File: src/common/dmad_regs.svh
// Opcode encodings, field positions and minimum clock counts for the decoder
// Behaviour
// - Byte 8E with addressing byte copies into segment register; 2 or 9 clocks.
// - Byte 8C with addressing byte copies segment register out; 2 or 11 clocks.
// - Single byte D7 replaces low accumulator byte from table; 11 clocks minimum.
// - Byte 8D loads effective address into register, no memory access; 6 clocks.
// - Byte C5 loads far pointer with data segment; mode 11 illegal; 18 clocks.
// - Byte C4 loads far pointer with extra segment; memory forms only; 18 clocks.
// - Single byte 9F copies low flag byte into high accumulator byte; 2 clocks.
// - Single byte 9E writes high accumulator byte into low flags; 3 clocks.
// - Segment override prefixes redirect next memory operand; each costs 2 clocks (the decoder adds none for them).
// - Register/memory addition takes 3 clocks with registers, 10 with memory.
// - Add with carry 000100dw takes 3/10; 0001010w immediate takes 3/4.
// - Counts are minimums assuming prefetched operands and no waits or holds.
// - Memory instructions may take two extra clocks for handshake.
`ifndef DMAD_REGS_SVH
`define DMAD_REGS_SVH
`define OPC_SEG_LOAD     8'h8E
`define OPC_SEG_STORE    8'h8C
`define OPC_TABLE_LOOKUP 8'hD7
`define OPC_EA_LOAD      8'h8D
`define OPC_FAR_DS       8'hC5
`define OPC_FAR_ES       8'hC4
`define OPC_FLAGS_TO_AH  8'h9F
`define OPC_AH_TO_FLAGS  8'h9E
`define OPC_PFX_ES       8'h26
`define OPC_PFX_CS       8'h2E
`define OPC_PFX_SS       8'h36
`define OPC_PFX_DS       8'h3E
`define OPC_ADD_RM_MASK  8'hFC
`define OPC_ADD_RM       8'h00
`define OPC_ADC_RM       8'h10
`define OPC_IMM_MASK     8'hFE
`define OPC_ADD_IMM      8'h04
`define OPC_ADC_IMM      8'h14
`define MODRM_MOD_HI     7
`define MODRM_MOD_LO     6
`define MOD_REGISTER     2'h3
`define OPC_W_BIT        0
`define CLK_SEG_LOAD_R   6'h02
`define CLK_SEG_LOAD_M   6'h09
`define CLK_SEG_STORE_R  6'h02
`define CLK_SEG_STORE_M  6'h0B
`define CLK_TABLE_LOOKUP 6'h0B
`define CLK_EA_LOAD      6'h06
`define CLK_FAR_LOAD     6'h12
`define CLK_FLAGS_TO_AH  6'h02
`define CLK_AH_TO_FLAGS  6'h03
`define CLK_PREFIX       6'h02
`define CLK_ADD_R        6'h03
`define CLK_ADD_M        6'h0A
`define CLK_ADD_IMM8     6'h03
`define CLK_ADD_IMM16    6'h04
`define CLK_MEM_EXTRA    6'h02
`endif

File: src/common/dmad_pkg.sv
// Types shared by the move and add decoder
package dmad_pkg;
  typedef enum logic [3:0] {
    OP_NONE,
    OP_SEG_LOAD,
    OP_SEG_STORE,
    OP_TABLE_LOOKUP,
    OP_EA_LOAD,
    OP_FAR_DS,
    OP_FAR_ES,
    OP_FLAGS_TO_AH,
    OP_AH_TO_FLAGS,
    OP_ADD_RM,
    OP_ADC_RM,
    OP_ADD_IMM,
    OP_ADC_IMM,
    OP_ILLEGAL
  } op_e;
  typedef enum logic [2:0] {
    SEG_DEFAULT,
    SEG_ES,
    SEG_CS,
    SEG_SS,
    SEG_DS
  } seg_e;
  typedef logic [5:0] clocks_t;
endpackage

File: src/hdl/dmad_cycle_table.sv
// Minimum clock count lookup per decoded operation
`timescale 1ns/10ps
`default_nettype none
`include "dmad_regs.svh"
module dmad_cycle_table (
  input  wire  dmad_pkg::op_e    i_op,
  input  wire  logic             i_mem,
  input  wire  logic             i_word,
  output var   dmad_pkg::clocks_t o_clocks
);
  import dmad_pkg::*;
  always_comb begin
    case (i_op)
      OP_SEG_LOAD:     o_clocks = i_mem ? `CLK_SEG_LOAD_M : `CLK_SEG_LOAD_R;
      OP_SEG_STORE:    o_clocks = i_mem ? `CLK_SEG_STORE_M : `CLK_SEG_STORE_R;
      OP_TABLE_LOOKUP: o_clocks = `CLK_TABLE_LOOKUP;
      OP_EA_LOAD:      o_clocks = `CLK_EA_LOAD;
      OP_FAR_DS:       o_clocks = `CLK_FAR_LOAD;
      OP_FAR_ES:       o_clocks = `CLK_FAR_LOAD;
      OP_FLAGS_TO_AH:  o_clocks = `CLK_FLAGS_TO_AH;
      OP_AH_TO_FLAGS:  o_clocks = `CLK_AH_TO_FLAGS;
      OP_ADD_RM,
      OP_ADC_RM:       o_clocks = i_mem ? `CLK_ADD_M : `CLK_ADD_R;
      OP_ADD_IMM,
      OP_ADC_IMM:      o_clocks = i_word ? `CLK_ADD_IMM16 : `CLK_ADD_IMM8;
      default:         o_clocks = 6'h00;
    endcase
  end
endmodule
`default_nettype wire

File: src/hdl/dmad_opcode_class.sv
// First-byte classification: operation, addressing byte and prefix detection
`timescale 1ns/10ps
`default_nettype none
`include "dmad_regs.svh"
module dmad_opcode_class (
  input  wire  logic [7:0]    i_byte,
  output var   dmad_pkg::op_e o_op,
  output logic                o_needs_modrm,
  output logic                o_needs_imm,
  output logic                o_is_prefix,
  output var   dmad_pkg::seg_e o_prefix_seg
);
  import dmad_pkg::*;
  wire [7:0] rm_bits  = i_byte & `OPC_ADD_RM_MASK;
  wire [7:0] imm_bits = i_byte & `OPC_IMM_MASK;
  always_comb begin
    o_needs_modrm = 1'b1;
    o_needs_imm   = 1'b0;
    o_is_prefix   = 1'b0;
    o_prefix_seg  = SEG_DEFAULT;
    o_op          = OP_NONE;
    case (i_byte)
      `OPC_SEG_LOAD:     o_op = OP_SEG_LOAD;
      `OPC_SEG_STORE:    o_op = OP_SEG_STORE;
      `OPC_EA_LOAD:      o_op = OP_EA_LOAD;
      `OPC_FAR_DS:       o_op = OP_FAR_DS;
      `OPC_FAR_ES:       o_op = OP_FAR_ES;
      `OPC_TABLE_LOOKUP: o_op = OP_TABLE_LOOKUP;
      `OPC_FLAGS_TO_AH:  o_op = OP_FLAGS_TO_AH;
      `OPC_AH_TO_FLAGS:  o_op = OP_AH_TO_FLAGS;
      `OPC_PFX_ES:       o_prefix_seg = SEG_ES;
      `OPC_PFX_CS:       o_prefix_seg = SEG_CS;
      `OPC_PFX_SS:       o_prefix_seg = SEG_SS;
      `OPC_PFX_DS:       o_prefix_seg = SEG_DS;
      default: begin
        if (rm_bits == `OPC_ADD_RM) begin
          o_op = OP_ADD_RM;
        end else if (rm_bits == `OPC_ADC_RM) begin
          o_op = OP_ADC_RM;
        end else if (imm_bits == `OPC_ADD_IMM) begin
          o_op = OP_ADD_IMM;
        end else if (imm_bits == `OPC_ADC_IMM) begin
          o_op = OP_ADC_IMM;
        end
      end
    endcase
    if (o_prefix_seg != SEG_DEFAULT) begin
      o_is_prefix = 1'b1;
    end
    case (o_op)
      OP_TABLE_LOOKUP,
      OP_FLAGS_TO_AH,
      OP_AH_TO_FLAGS,
      OP_NONE:   o_needs_modrm = 1'b0;
      OP_ADD_IMM,
      OP_ADC_IMM: begin
        o_needs_modrm = 1'b0;
        o_needs_imm   = 1'b1;
      end
      default:   o_needs_modrm = 1'b1;
    endcase
  end
endmodule
`default_nettype wire

File: src/hdl/dmad_decoder.sv
// Data move and first addition decoder with minimum-clock sequencing
`timescale 1ns/10ps
`default_nettype none
`include "dmad_regs.svh"
module dmad_decoder (
  input  wire  logic              i_clk_sys,
  input  wire  logic              i_nrst,
  input  wire  logic              i_byte_valid,
  input  wire  logic [7:0]        i_byte,
  input  wire  logic              i_bus_wait,
  output logic                    o_byte_ready,
  output logic                    o_exec_start,
  output var   dmad_pkg::op_e     o_op,
  output var   dmad_pkg::seg_e    o_seg,
  output logic [7:0]              o_opcode,
  output logic [7:0]              o_modrm,
  output logic                    o_mem_operand,
  output logic                    o_word,
  output logic                    o_dir,
  output var   dmad_pkg::clocks_t o_min_clocks,
  output logic                    o_busy,
  output logic                    o_illegal
);
  import dmad_pkg::*;

  typedef enum logic [2:0] {
    ST_OPCODE,
    ST_PREFIX,
    ST_MODRM,
    ST_IMM_LO,
    ST_IMM_HI,
    ST_EXEC
  } state_e;

  state_e     state_q, state_d;
  op_e        op_q;
  seg_e       seg_q;
  logic [7:0] opc_q;
  logic [7:0] modrm_q;
  logic       mem_q;
  logic       ill_q;
  clocks_t    cnt_q;
  logic [1:0] extra_q;
  logic       start_q;

  op_e     cls_op;
  logic    cls_modrm;
  logic    cls_imm;
  logic    cls_pfx;
  seg_e    cls_seg;
  clocks_t tbl_clocks;

  dmad_opcode_class u_class (
    .i_byte        (i_byte),
    .o_op          (cls_op),
    .o_needs_modrm (cls_modrm),
    .o_needs_imm   (cls_imm),
    .o_is_prefix   (cls_pfx),
    .o_prefix_seg  (cls_seg)
  );

  dmad_cycle_table u_table (
    .i_op     (op_q),
    .i_mem    (mem_q),
    .i_word   (opc_q[`OPC_W_BIT]),
    .o_clocks (tbl_clocks)
  );

  wire       take      = i_byte_valid && o_byte_ready;
  wire [1:0] mod_field = i_byte[`MODRM_MOD_HI:`MODRM_MOD_LO];
  wire       is_mem    = (mod_field != `MOD_REGISTER);
  // Far pointer loads have no register form, so mode 11 is flagged
  wire       far_op    = (op_q == OP_FAR_DS) || (op_q == OP_FAR_ES);
  wire       bad_form  = far_op && !is_mem;
  // Effective address load computes an address only; never a bus access
  wire       mem_use   = is_mem && (op_q != OP_EA_LOAD);
  wire       last_clk  = (cnt_q == 6'h01) && (extra_q == 2'h0);
  wire       opc_unk   = (cls_op == OP_NONE) && !cls_pfx;

  always_comb begin
    state_d = state_q;
    case (state_q)
      ST_OPCODE,
      ST_PREFIX: begin
        if (take) begin
          if (cls_pfx) begin
            state_d = ST_PREFIX;
          end else if (cls_modrm) begin
            state_d = ST_MODRM;
          end else if (cls_imm) begin
            state_d = ST_IMM_LO;
          end else begin
            state_d = ST_EXEC;
          end
        end
      end
      ST_MODRM: begin
        if (take) begin
          state_d = ST_EXEC;
        end
      end
      ST_IMM_LO: begin
        if (take) begin
          state_d = opc_q[`OPC_W_BIT] ? ST_IMM_HI : ST_EXEC;
        end
      end
      ST_IMM_HI: begin
        if (take) begin
          state_d = ST_EXEC;
        end
      end
      ST_EXEC: begin
        if (last_clk) begin
          state_d = ST_OPCODE;
        end
      end
      default: state_d = ST_OPCODE;
    endcase
  end

  // Decoding stops while an instruction executes, so no queue byte is lost
  assign o_byte_ready = (state_q != ST_EXEC);

  wire to_exec = (state_d == ST_EXEC) && (state_q != ST_EXEC);

  always_ff @(posedge i_clk_sys) begin
    if (!i_nrst) begin
      state_q <= ST_OPCODE;
    end else begin
      state_q <= state_d;
    end
  end

  always_ff @(posedge i_clk_sys) begin
    if (!i_nrst) begin
      op_q  <= OP_NONE;
      opc_q <= 8'h00;
      ill_q <= 1'b0;
    end else if (take && (state_q == ST_OPCODE || state_q == ST_PREFIX)
                 && !cls_pfx) begin
      op_q  <= opc_unk ? OP_ILLEGAL : cls_op;
      opc_q <= i_byte;
      ill_q <= opc_unk;
    end else if (take && state_q == ST_MODRM && bad_form) begin
      ill_q <= 1'b1;
    end
  end

  // Prefix holds only until the instruction it qualifies finishes
  always_ff @(posedge i_clk_sys) begin
    if (!i_nrst) begin
      seg_q <= SEG_DEFAULT;
    end else if (take && cls_pfx && state_q != ST_MODRM
                 && state_q != ST_IMM_LO && state_q != ST_IMM_HI) begin
      seg_q <= cls_seg;
    end else if (state_q == ST_EXEC && last_clk) begin
      seg_q <= SEG_DEFAULT;
    end
  end

  always_ff @(posedge i_clk_sys) begin
    if (!i_nrst) begin
      modrm_q <= 8'h00;
      mem_q   <= 1'b0;
    end else if (take && (state_q == ST_OPCODE || state_q == ST_PREFIX)) begin
      modrm_q <= 8'h00;
      mem_q   <= 1'b0;
    end else if (take && state_q == ST_MODRM) begin
      modrm_q <= i_byte;
      mem_q   <= mem_use;
    end
  end

  // Prefix bytes add no clocks here; the count loads from the table on the first execute clock
  always_ff @(posedge i_clk_sys) begin
    if (!i_nrst) begin
      cnt_q <= 6'h00;
    end else if (state_q == ST_EXEC && cnt_q > 6'h01) begin
      cnt_q <= cnt_q - 6'h01;
    end else if (to_exec) begin
      cnt_q <= 6'h00;
    end else if (state_q == ST_EXEC && cnt_q == 6'h00) begin
      cnt_q <= (tbl_clocks == 6'h00) ? 6'h01 : tbl_clocks;
    end
  end

  // Memory forms may stretch by up to two clocks while the bus waits
  always_ff @(posedge i_clk_sys) begin
    if (!i_nrst) begin
      extra_q <= 2'h0;
    end else if (to_exec) begin
      extra_q <= 2'h0;
    end else if (state_q == ST_EXEC && cnt_q == 6'h01 && extra_q != 2'h0) begin
      extra_q <= extra_q - 2'h1;
    end else if (state_q == ST_EXEC && cnt_q == 6'h00 && mem_q && i_bus_wait) begin
      extra_q <= 2'(`CLK_MEM_EXTRA);
    end
  end

  always_ff @(posedge i_clk_sys) begin
    if (!i_nrst) begin
      start_q <= 1'b0;
    end else begin
      start_q <= to_exec;
    end
  end

  assign o_exec_start  = start_q;
  assign o_op          = op_q;
  assign o_seg         = seg_q;
  assign o_opcode      = opc_q;
  assign o_modrm       = modrm_q;
  assign o_mem_operand = mem_q;
  assign o_word        = opc_q[`OPC_W_BIT];
  assign o_dir         = opc_q[1];
  assign o_min_clocks  = tbl_clocks;
  assign o_busy        = (state_q == ST_EXEC);
  assign o_illegal     = ill_q;

  // Count of clocks spent in execute, used only by the checks below
  logic [5:0] run_q;
  always_ff @(posedge i_clk_sys) begin
    if (!i_nrst || state_q != ST_EXEC) begin
      run_q <= 6'h00;
    end else begin
      run_q <= run_q + 6'h01;
    end
  end
  wire leaving = (state_q == ST_EXEC) && (state_d == ST_OPCODE);

  seg_load_clocks_a: assert property (@(posedge i_clk_sys) disable iff (!i_nrst)
    (leaving && op_q == OP_SEG_LOAD && !mem_q) |-> (run_q == 6'h02))
    else $error("segment load register form count wrong");
  seg_store_clocks_a: assert property (@(posedge i_clk_sys) disable iff (!i_nrst)
    (leaving && op_q == OP_SEG_STORE && mem_q && extra_q == 2'h0
     && !$past(i_bus_wait)) |-> (run_q >= 6'h0B && run_q <= 6'h0D))
    else $error("segment store memory form count wrong");
  lookup_clocks_a: assert property (@(posedge i_clk_sys) disable iff (!i_nrst)
    (leaving && op_q == OP_TABLE_LOOKUP) |-> (run_q == 6'h0B))
    else $error("table lookup count wrong");
  ea_no_mem_a: assert property (@(posedge i_clk_sys) disable iff (!i_nrst)
    (o_busy && op_q == OP_EA_LOAD) |-> !mem_q)
    else $error("effective address load marked as memory");
  far_mode_a: assert property (@(posedge i_clk_sys) disable iff (!i_nrst)
    (take && state_q == ST_MODRM && far_op && mod_field == 2'h3)
    |=> o_illegal)
    else $error("far pointer register form not flagged");
  flags_clocks_a: assert property (@(posedge i_clk_sys) disable iff (!i_nrst)
    (leaving && op_q == OP_FLAGS_TO_AH) |-> (run_q == 6'h02))
    else $error("flag copy count wrong");
  ah_flags_clocks_a: assert property (@(posedge i_clk_sys) disable iff (!i_nrst)
    (leaving && op_q == OP_AH_TO_FLAGS) |-> (run_q == 6'h03))
    else $error("flag write count wrong");
  prefix_seg_a: assert property (@(posedge i_clk_sys) disable iff (!i_nrst)
    (take && state_q == ST_OPCODE && i_byte == 8'h26) |=> (o_seg == SEG_ES))
    else $error("extra segment prefix not held");
  add_clocks_a: assert property (@(posedge i_clk_sys) disable iff (!i_nrst)
    (leaving && op_q == OP_ADD_RM && !mem_q) |-> (run_q == 6'h03))
    else $error("register add count wrong");
  adc_imm_clocks_a: assert property (@(posedge i_clk_sys) disable iff (!i_nrst)
    (leaving && op_q == OP_ADC_IMM) |-> (run_q == (o_word ? 6'h04 : 6'h03)))
    else $error("carry immediate add count wrong");
  mem_extra_a: assert property (@(posedge i_clk_sys) disable iff (!i_nrst)
    (leaving && mem_q) |-> (run_q <= tbl_clocks + 6'h02))
    else $error("memory stretch beyond two clocks");

  // Remaining forms; memory forms may carry the two-clock stretch
  seg_store_reg_a: assert property (
    @(posedge i_clk_sys) disable iff (!i_nrst)
    (leaving && op_q == OP_SEG_STORE && !mem_q) |-> (run_q == 6'h02))
    else $error("segment store register form count wrong");
  ea_clocks_a: assert property (
    @(posedge i_clk_sys) disable iff (!i_nrst)
    (leaving && op_q == OP_EA_LOAD) |-> (run_q == 6'h06))
    else $error("effective address load count wrong");
  far_es_clocks_a: assert property (
    @(posedge i_clk_sys) disable iff (!i_nrst)
    (leaving && op_q == OP_FAR_ES) |-> (run_q == 6'h12 || run_q == 6'h14))
    else $error("far pointer extra segment count wrong");
  add_mem_clocks_a: assert property (
    @(posedge i_clk_sys) disable iff (!i_nrst)
    (leaving && op_q == OP_ADD_RM && mem_q)
    |-> (run_q == 6'h0A || run_q == 6'h0C))
    else $error("memory add count wrong");
  adc_rm_clocks_a: assert property (
    @(posedge i_clk_sys) disable iff (!i_nrst)
    (leaving && op_q == OP_ADC_RM && !mem_q) |-> (run_q == 6'h03))
    else $error("register carry add count wrong");
  seg_clear_a: assert property (
    @(posedge i_clk_sys) disable iff (!i_nrst)
    leaving |=> (o_seg == SEG_DEFAULT))
    else $error("segment override outlived its instruction");
  reg_no_stretch_a: assert property (
    @(posedge i_clk_sys) disable iff (!i_nrst)
    (leaving && !mem_q && !o_illegal) |-> (run_q == tbl_clocks))
    else $error("register form count differs from table");
  start_pulse_a: assert property (
    @(posedge i_clk_sys) disable iff (!i_nrst)
    o_exec_start |-> (o_busy && run_q == 6'h00) ##1 !o_exec_start)
    else $error("execute start pulse misplaced");

  far_load_c: cover property (@(posedge i_clk_sys) disable iff (!i_nrst)
    leaving && op_q == OP_FAR_ES);
  prefixed_c: cover property (@(posedge i_clk_sys) disable iff (!i_nrst)
    leaving && seg_q != SEG_DEFAULT && mem_q);
  stretched_c: cover property (@(posedge i_clk_sys) disable iff (!i_nrst)
    o_busy && extra_q != 2'h0);
  illegal_c: cover property (@(posedge i_clk_sys) disable iff (!i_nrst)
    leaving && o_illegal);
  word_imm_c: cover property (@(posedge i_clk_sys) disable iff (!i_nrst)
    leaving && op_q == OP_ADC_IMM && o_word);
endmodule
`default_nettype wire

File: config.mk
export PLATFORM = sky130hd
export DESIGN_NAME = dmad_decoder
export DESIGN_NICKNAME = d
export VERILOG_FILES = /design/src/common/dmad_pkg.sv /design/src/hdl/dmad_cycle_table.sv /design/src/hdl/dmad_opcode_class.sv /design/src/hdl/dmad_decoder.sv
export VERILOG_INCLUDE_DIRS = /design/src /design/src/common
export SDC_FILE = /design/constraint.sdc
export NUM_CORES = 1
export LEC_CHECK = 0
export BUFFER_PORTS_ARGS = -buffer_cell sky130_fd_sc_hd__buf_4
export CAP_MARGIN = 10
export CORE_MARGIN = 2
export CORE_UTILIZATION = 30
export DETAILED_ROUTE_END_ITERATION = 12
export PLACE_DENSITY_LB_ADDON = 0.2
export RECOVER_POWER = 50
export SLEW_MARGIN = 30
export SYNTH_ARGS = -nofsm -noshare
export SYNTH_HDL_FRONTEND = slang
export SYNTH_SLANG_ARGS = --single-unit
export TNS_END_PERCENT = 100
File: constraint.sdc
create_clock -name i_clk_sys -period 2.8 [get_ports i_clk_sys]
set_input_delay 0.28 -clock i_clk_sys [delete_from_list [all_inputs] [get_ports i_clk_sys]]
set_output_delay 0.28 -clock i_clk_sys [all_outputs]
set_load 0.005 [all_outputs]
* Yosys cells after proc, flatten, opt, wreduce, memory -nomap -nowiden *
Index checks and enable logic that the tools add are counted.

cells by class
  add/subtract/negate cells = 2
  magnitude comparators = 1
  equality and inequality tests = 45
  mux-type cells = 33
  bitwise gates (word level) = 1
  reductions and logical operators = 47

operator list
  operator                                                       count
  equality test 8 bit, second input constant                     8
  case mux 6 bit (9 select lines)                                1
  case mux 4 bit (9 select lines)                                1
  equality test 4 bit, second input constant                     8
  equality test 8 x 6 -> 1 bit, second input constant            4
  2-to-1 mux 4 bit                                               8
  2-to-1 mux 3 bit                                               10
  2-to-1 mux 6 bit                                               4
  case mux 3 bit (4 select lines)                                2
  logical AND 1 bit                                              21
  equality test 4 x 3 -> 1 bit, second input constant            5
  OR reduction 2 bit                                             8
  equality test 4 x 2 -> 1 bit, second input constant            3
  zero test 6 bit                                                2
  equality test 3 bit, second input constant                     3
  zero test 8 bit                                                1
  nonzero test 2 bit                                             4
  equality test 7 x 2 -> 1 bit, second input constant            1
  equality test 7 x 4 -> 1 bit, second input constant            1
  equality test 3 x 2 -> 1 bit, second input constant            2
  equality test 6 x 1 -> 1 bit, second input constant            1
  equality test 6 x 3 -> 1 bit, second input constant            1
  greater-than comparator 6 x 1 -> 1 bit, second input constant  1
  != test 3 x 2 -> 1 bit, second input constant                  2
  other kinds (18)                                               27

word-level totals
  bits in registers = 37
  bits of input ports = 12
  logic and storage cells = 139

* Logic depth before layout (Yosys ltp) *
  word-level depth = 18
  gate-level depth with buffers = 9
  gate-level depth less buffers = 9

* Hierarchy *
A second synthesis with hierarchy kept.

unflattened totals
  cells, all modules = 282
  area total of the unflattened synthesis = 2302.2 um2

by module, submodules not included
  module             instances  cells an instance  area an instance (um2)  sequential area each (um2)
  dmad_decoder       1          207                1790.5                  740.7
  dmad_opcode_class  1          48                 329.1                   0.0
  dmad_cycle_table   1          27                 182.7                   0.0

* Worst setup path after synthesis *
Ideal clock, no wire load.

  kind = input-to-reg
  start point = input i_byte[5]
  end point = register cnt_q[3]
  data arrival time = 2081 ps
  data required time = 2680 ps
  path slack = 599 ps
  stages on the path = 9
  cells stage by stage = buf_6 nand2b_4 or4_4 a21oi_2 and4bb_4 o21ai_2 a21oi_2 or2_1 o31a_1

on the way
  longest elaborated chain between the ends = 18
  elaborated cells between the ends (all ways) = 44

RTL lines
  element                                        RTL line                 source
  from (decl)                                    dmad_decoder.sv:9        input wire logic [7:0] i_byte,
  equality test 7 x 4 -> 1 bit (no source line)  n/a
  2-to-1 mux 4 bit                               dmad_opcode_class.sv:42  end else if (imm_bits == `OPC_ADC_IMM) begin
  2-to-1 mux 4 bit                               dmad_opcode_class.sv:40  end else if (imm_bits == `OPC_ADD_IMM) begin
  2-to-1 mux 4 bit                               dmad_opcode_class.sv:38  end else if (rm_bits == `OPC_ADC_RM) begin
  2-to-1 mux 4 bit                               dmad_opcode_class.sv:36  if (rm_bits == `OPC_ADD_RM) begin
  case mux 4 bit (9 select lines)                dmad_opcode_class.sv:22  case (i_byte)
  equality test 4 bit                            dmad_opcode_class.sv:50  case (o_op)
  OR reduction 2 bit                             dmad_opcode_class.sv:50
  [2 not listed]                                 n/a
  2-to-1 mux 3 bit                               dmad_decoder.sv:88       end else if (cls_modrm) begin
  2-to-1 mux 3 bit *                             dmad_decoder.sv:86       if (cls_pfx) begin
  2-to-1 mux 3 bit *                             dmad_decoder.sv:85       if (take) begin
  case mux 3 bit (4 select lines) *              dmad_decoder.sv:82       case (state_q)
  equality test 3 bit *                          dmad_decoder.sv:124      wire to_exec = (state_d == ST_EXEC) && (state_q != ST_EXEC);
  logical AND 1 bit *                            dmad_decoder.sv:124
  2-to-1 mux 6 bit                               dmad_decoder.sv:180      end else if (to_exec) begin
  2-to-1 mux 6 bit                               dmad_decoder.sv:178      end else if (state_q == ST_EXEC && cnt_q > 6'h01) begin
  to (signal assigned)                           dmad_decoder.sv:179      cnt_q <= cnt_q - 6'h01;
  to (signal assigned)                           dmad_decoder.sv:183      cnt_q <= (tbl_clocks == 6'h00) ? 6'h01 : tbl_clocks;
  to (decl)                                      dmad_decoder.sv:42       clocks_t cnt_q;

Every way passes the cells marked *; elsewhere a longest branch is shown, timed or not.
A chain may end at the register's enable or synchronous reset.

* Worst setup path after layout *
  start point = register state_q[2]
  end point = register cnt_q[4]

on the way
  longest elaborated chain between the ends = 8
  elaborated cells between the ends (all ways) = 22

RTL lines
  element                                     RTL line             source
  from (decl)                                 dmad_decoder.sv:35   state_e state_q, state_d;
  from (signal assigned)                      dmad_decoder.sv:130  state_q <= state_d;
  != test 3 bit                               n/a
  logical AND 1 bit                           dmad_decoder.sv:69   wire take = i_byte_valid && o_byte_ready;
  2-to-1 mux 3 bit, on equally long branches  n/a
  case mux 3 bit (4 select lines)             dmad_decoder.sv:82
  equality test 3 bit                         dmad_decoder.sv:124
  logical AND 1 bit                           dmad_decoder.sv:124
  2-to-1 mux 6 bit                            dmad_decoder.sv:180
  2-to-1 mux 6 bit                            dmad_decoder.sv:178

Parallel ways exist; a longest one is shown, timed or not.

==> impl_metrics.tcl <==
set metrics [dict create \
    cts_num_sinks 37 \
    dieArea_um2 7840 \
    grt_pass1_vias 1816 \
    post-route-period-util_pct 84.9 \
    status "finished, final reports clean" \
    grt_pass1_wl_um 9130 \
    h-tree-depth 2 \
    gp_routability_congestion 0.917 \
    start_util_pct 31.2 \
    yosysTopAreaCell "dfxtp_1" \
    cts_resized 0 \
    avgSynthCellArea_um2 8.00 \
    slew_headroom_pct 57.6 \
    drc 0 \
    critPathCaptureType "flip-flop" \
    ys_seq_area_share_pct 34.5 \
    vias 2048 \
    drive_gt1_share_pct 22.4 \
    synth_warnings 0 \
    max_slew.worst_pin.slew_ns 0.635 \
    netlist_instances 268 \
    rows 30 \
    synth_area_leaders "dfxtp_1 (35%), nand2_1 (6.5%), a21oi_1 (4.7%)" \
    rsz0062_at_grt "false" \
    final_nets 318 \
    synth_edf_count 0 \
    cp.required_ns 2.99 \
    fin_skew_ns 0.00894 \
    postCtsHoldBufs 0 \
    clock_latency_ns 0.29 \
    diodes 0 \
    setup_viol 0 \
    crit_fanout 10 \
    path_class "reg2reg" \
    cap_violations 0 \
    core_area_um2 6870 \
    fin_hold_ws_ns 0.277 \
    wire_per_inst_um 14.0 \
    p_total_mw 1.25 \
    vias_per_cell 5.12 \
    grt_start_max_net_pins 31 \
    drt_iter0_drc 136 \
    hold_viol_final 0 \
    numCtsBuffers 5 \
    async_flop_share_pct 0 \
    overflow 0 \
    cp-start-kind "flip-flop" \
    portBuffers 46 \
    fin_setup_tns_ns 0 \
    syn-num-nets 283 \
    cts_tree "built" \
    areaGrowthSynthToFinish_pct 21.0 \
    cts_setup_buffers 0 \
    slew_viol_final 0 \
    arrival_ns 2.56 \
    wl_um 5620 \
    ant_nets 0 \
    synth_top_area_share_pct 34.5 \
    power_leakage_nw 0.988 \
    period_needed_ns 2.38 \
    ys_ff_latch 37 \
    io_pins 48 \
    clk_pin_slew_ns 0.08 \
    hold_path.class "in2reg" \
    grt_use_total_pct 15.1 \
    dp_hpwl_um 4190 \
    ys.flop_type "dfxtp_1" \
    die_h_um 88.6 \
    clk_path_buf_depth 2 \
    first_pass_iters 4 \
    vdd_ir_drop_max_mv 0.239 \
    grt_antenna_before_repair 0 \
    synth.distinct_cells 57 \
    cts_root_buffer "clkbuf_8" \
    syn_area_um2 2140 \
    fmax_mhz 420 \
    die_width_um 88.6 \
    p_per_area_nw_per_um2 483 \
]
## routing by layer
metal / share of wire [%] / track usage, % / up-vias
li1: - / - / 1036
met1: 51 / 21.2 / 952
met2: 44 / 22.8 / 53
met3: 4.3 / 3.54 / 7
met4: 1.3 / 5.37 / 0
met5: 0 / 0 / -
## critical path, stage by stage (launching register included)
cell     delay (ns)
dfxtp_1        0.51
nor2b_1        0.11
a221o_1        0.32
or4b_1         0.55
o21ai_2        0.16
a21oi_2        0.14
or2_1          0.25
o31a_1         0.24
## Yosys cell counts (all sizes together) (2+ instances only)
| library cell | n |
|---|---|
| nor2 | 12 |
| o21ai | 14 |
| a2111oi | 2 |
| inv | 14 |
| o32ai | 2 |
| o31a | 2 |
| a31oi | 4 |
| xnor2 | 3 |
| buf | 8 |
| nand2b | 8 |
| o221a | 4 |
| o22ai | 7 |
| mux2i | 6 |
| nor3 | 8 |
| o311ai | 2 |
| nor2b | 11 |
| or3 | 3 |
| and2 | 2 |
| a32oi | 3 |
| nor3b | 3 |
| dfxtp | 37 |
| xor2 | 3 |
| nand2 | 37 |
| clkbuf | 12 |
| ha | 3 |
| nor4 | 4 |
| nand3 | 8 |
| and3 | 2 |
| nand3b | 3 |
| a22oi | 2 |
| a21oi | 22 |
## kinds of logic after synthesis
kind of cell / count (synthesis) / share of synthesized area, %
and+or+nand+nor: 108 / 26.7
AOI/OAI and AO/OA: 72 / 23.5
DFF: 37 / 34.5
buffers and inverters: 34 / 7.35
xor gates and xnor gates: 6 / 2.80
muxes: 6 / 2.80
adders and majority gates: 4 / 2.22
other: 1 / 0.175
## report_power, final
group	internal, mW	switching, mW	leakage [nW]
clock	0.173	0.188	0.0450
sequential	0.557	0.0432	0.302
combinational	0.137	0.155	0.641
## flip-flops by register name, indices dropped and copies added (netlist names), 2 cells and up
register	count
o_modrm	8
o_opcode	8
cnt_q	6
o_op	4
o_seg	3
state_q	3
extra_q	2
## area by class of cell
cell class              instances  area (um^2)
multi-input cells             197         1250
clock buffers                   6         72.6
clock inverters                 2         10.0
inverters                      14         52.6
flip-flops and latches         37          741
fillers                       736         4270
well taps                      96          120
repair buffers                 48          353
## cell usage in the layout (no fill, tap or decap), types with 4 or more instances in the layout
cell	n
o22ai_1	7
clkbuf_4	26
nand2b_1	7
inv_1	13
buf_4	20
a21oi_1	20
mux2i_1	6
nand2_1	37
nor2_1	12
nor4_1	4
nor3_1	8
nand3_1	8
clkbuf_8	5
nor2b_1	11
dfxtp_1	37
o221a_2	4
o21ai_0	11
## metrics by stage
stage	util (%)	std cells	setup slack, ns	instance area, um^2
after floorplan	-	268	0.599	2140
after global placement	36.7	392	0.297	2520
after detailed placement	36.7	392	0.290	2520
after CTS	37.9	400	0.430	2600
after global routing	37.8	400	0.259	2590
final	37.8	400	0.422	2590
## worst paths after layout
path,startpoint,end,slack (ns),cells after the start
worst max-delay path,state_q[2],cnt_q[4],0.42,7
worst min-delay path,i_byte[0],o_modrm[0],0.28,3
worst max register to register,state_q[2],cnt_q[4],0.42,7
worst min register to register,o_modrm[2],o_modrm[2],0.46,2
Note: power is estimated with default switching activity, not from simulation.
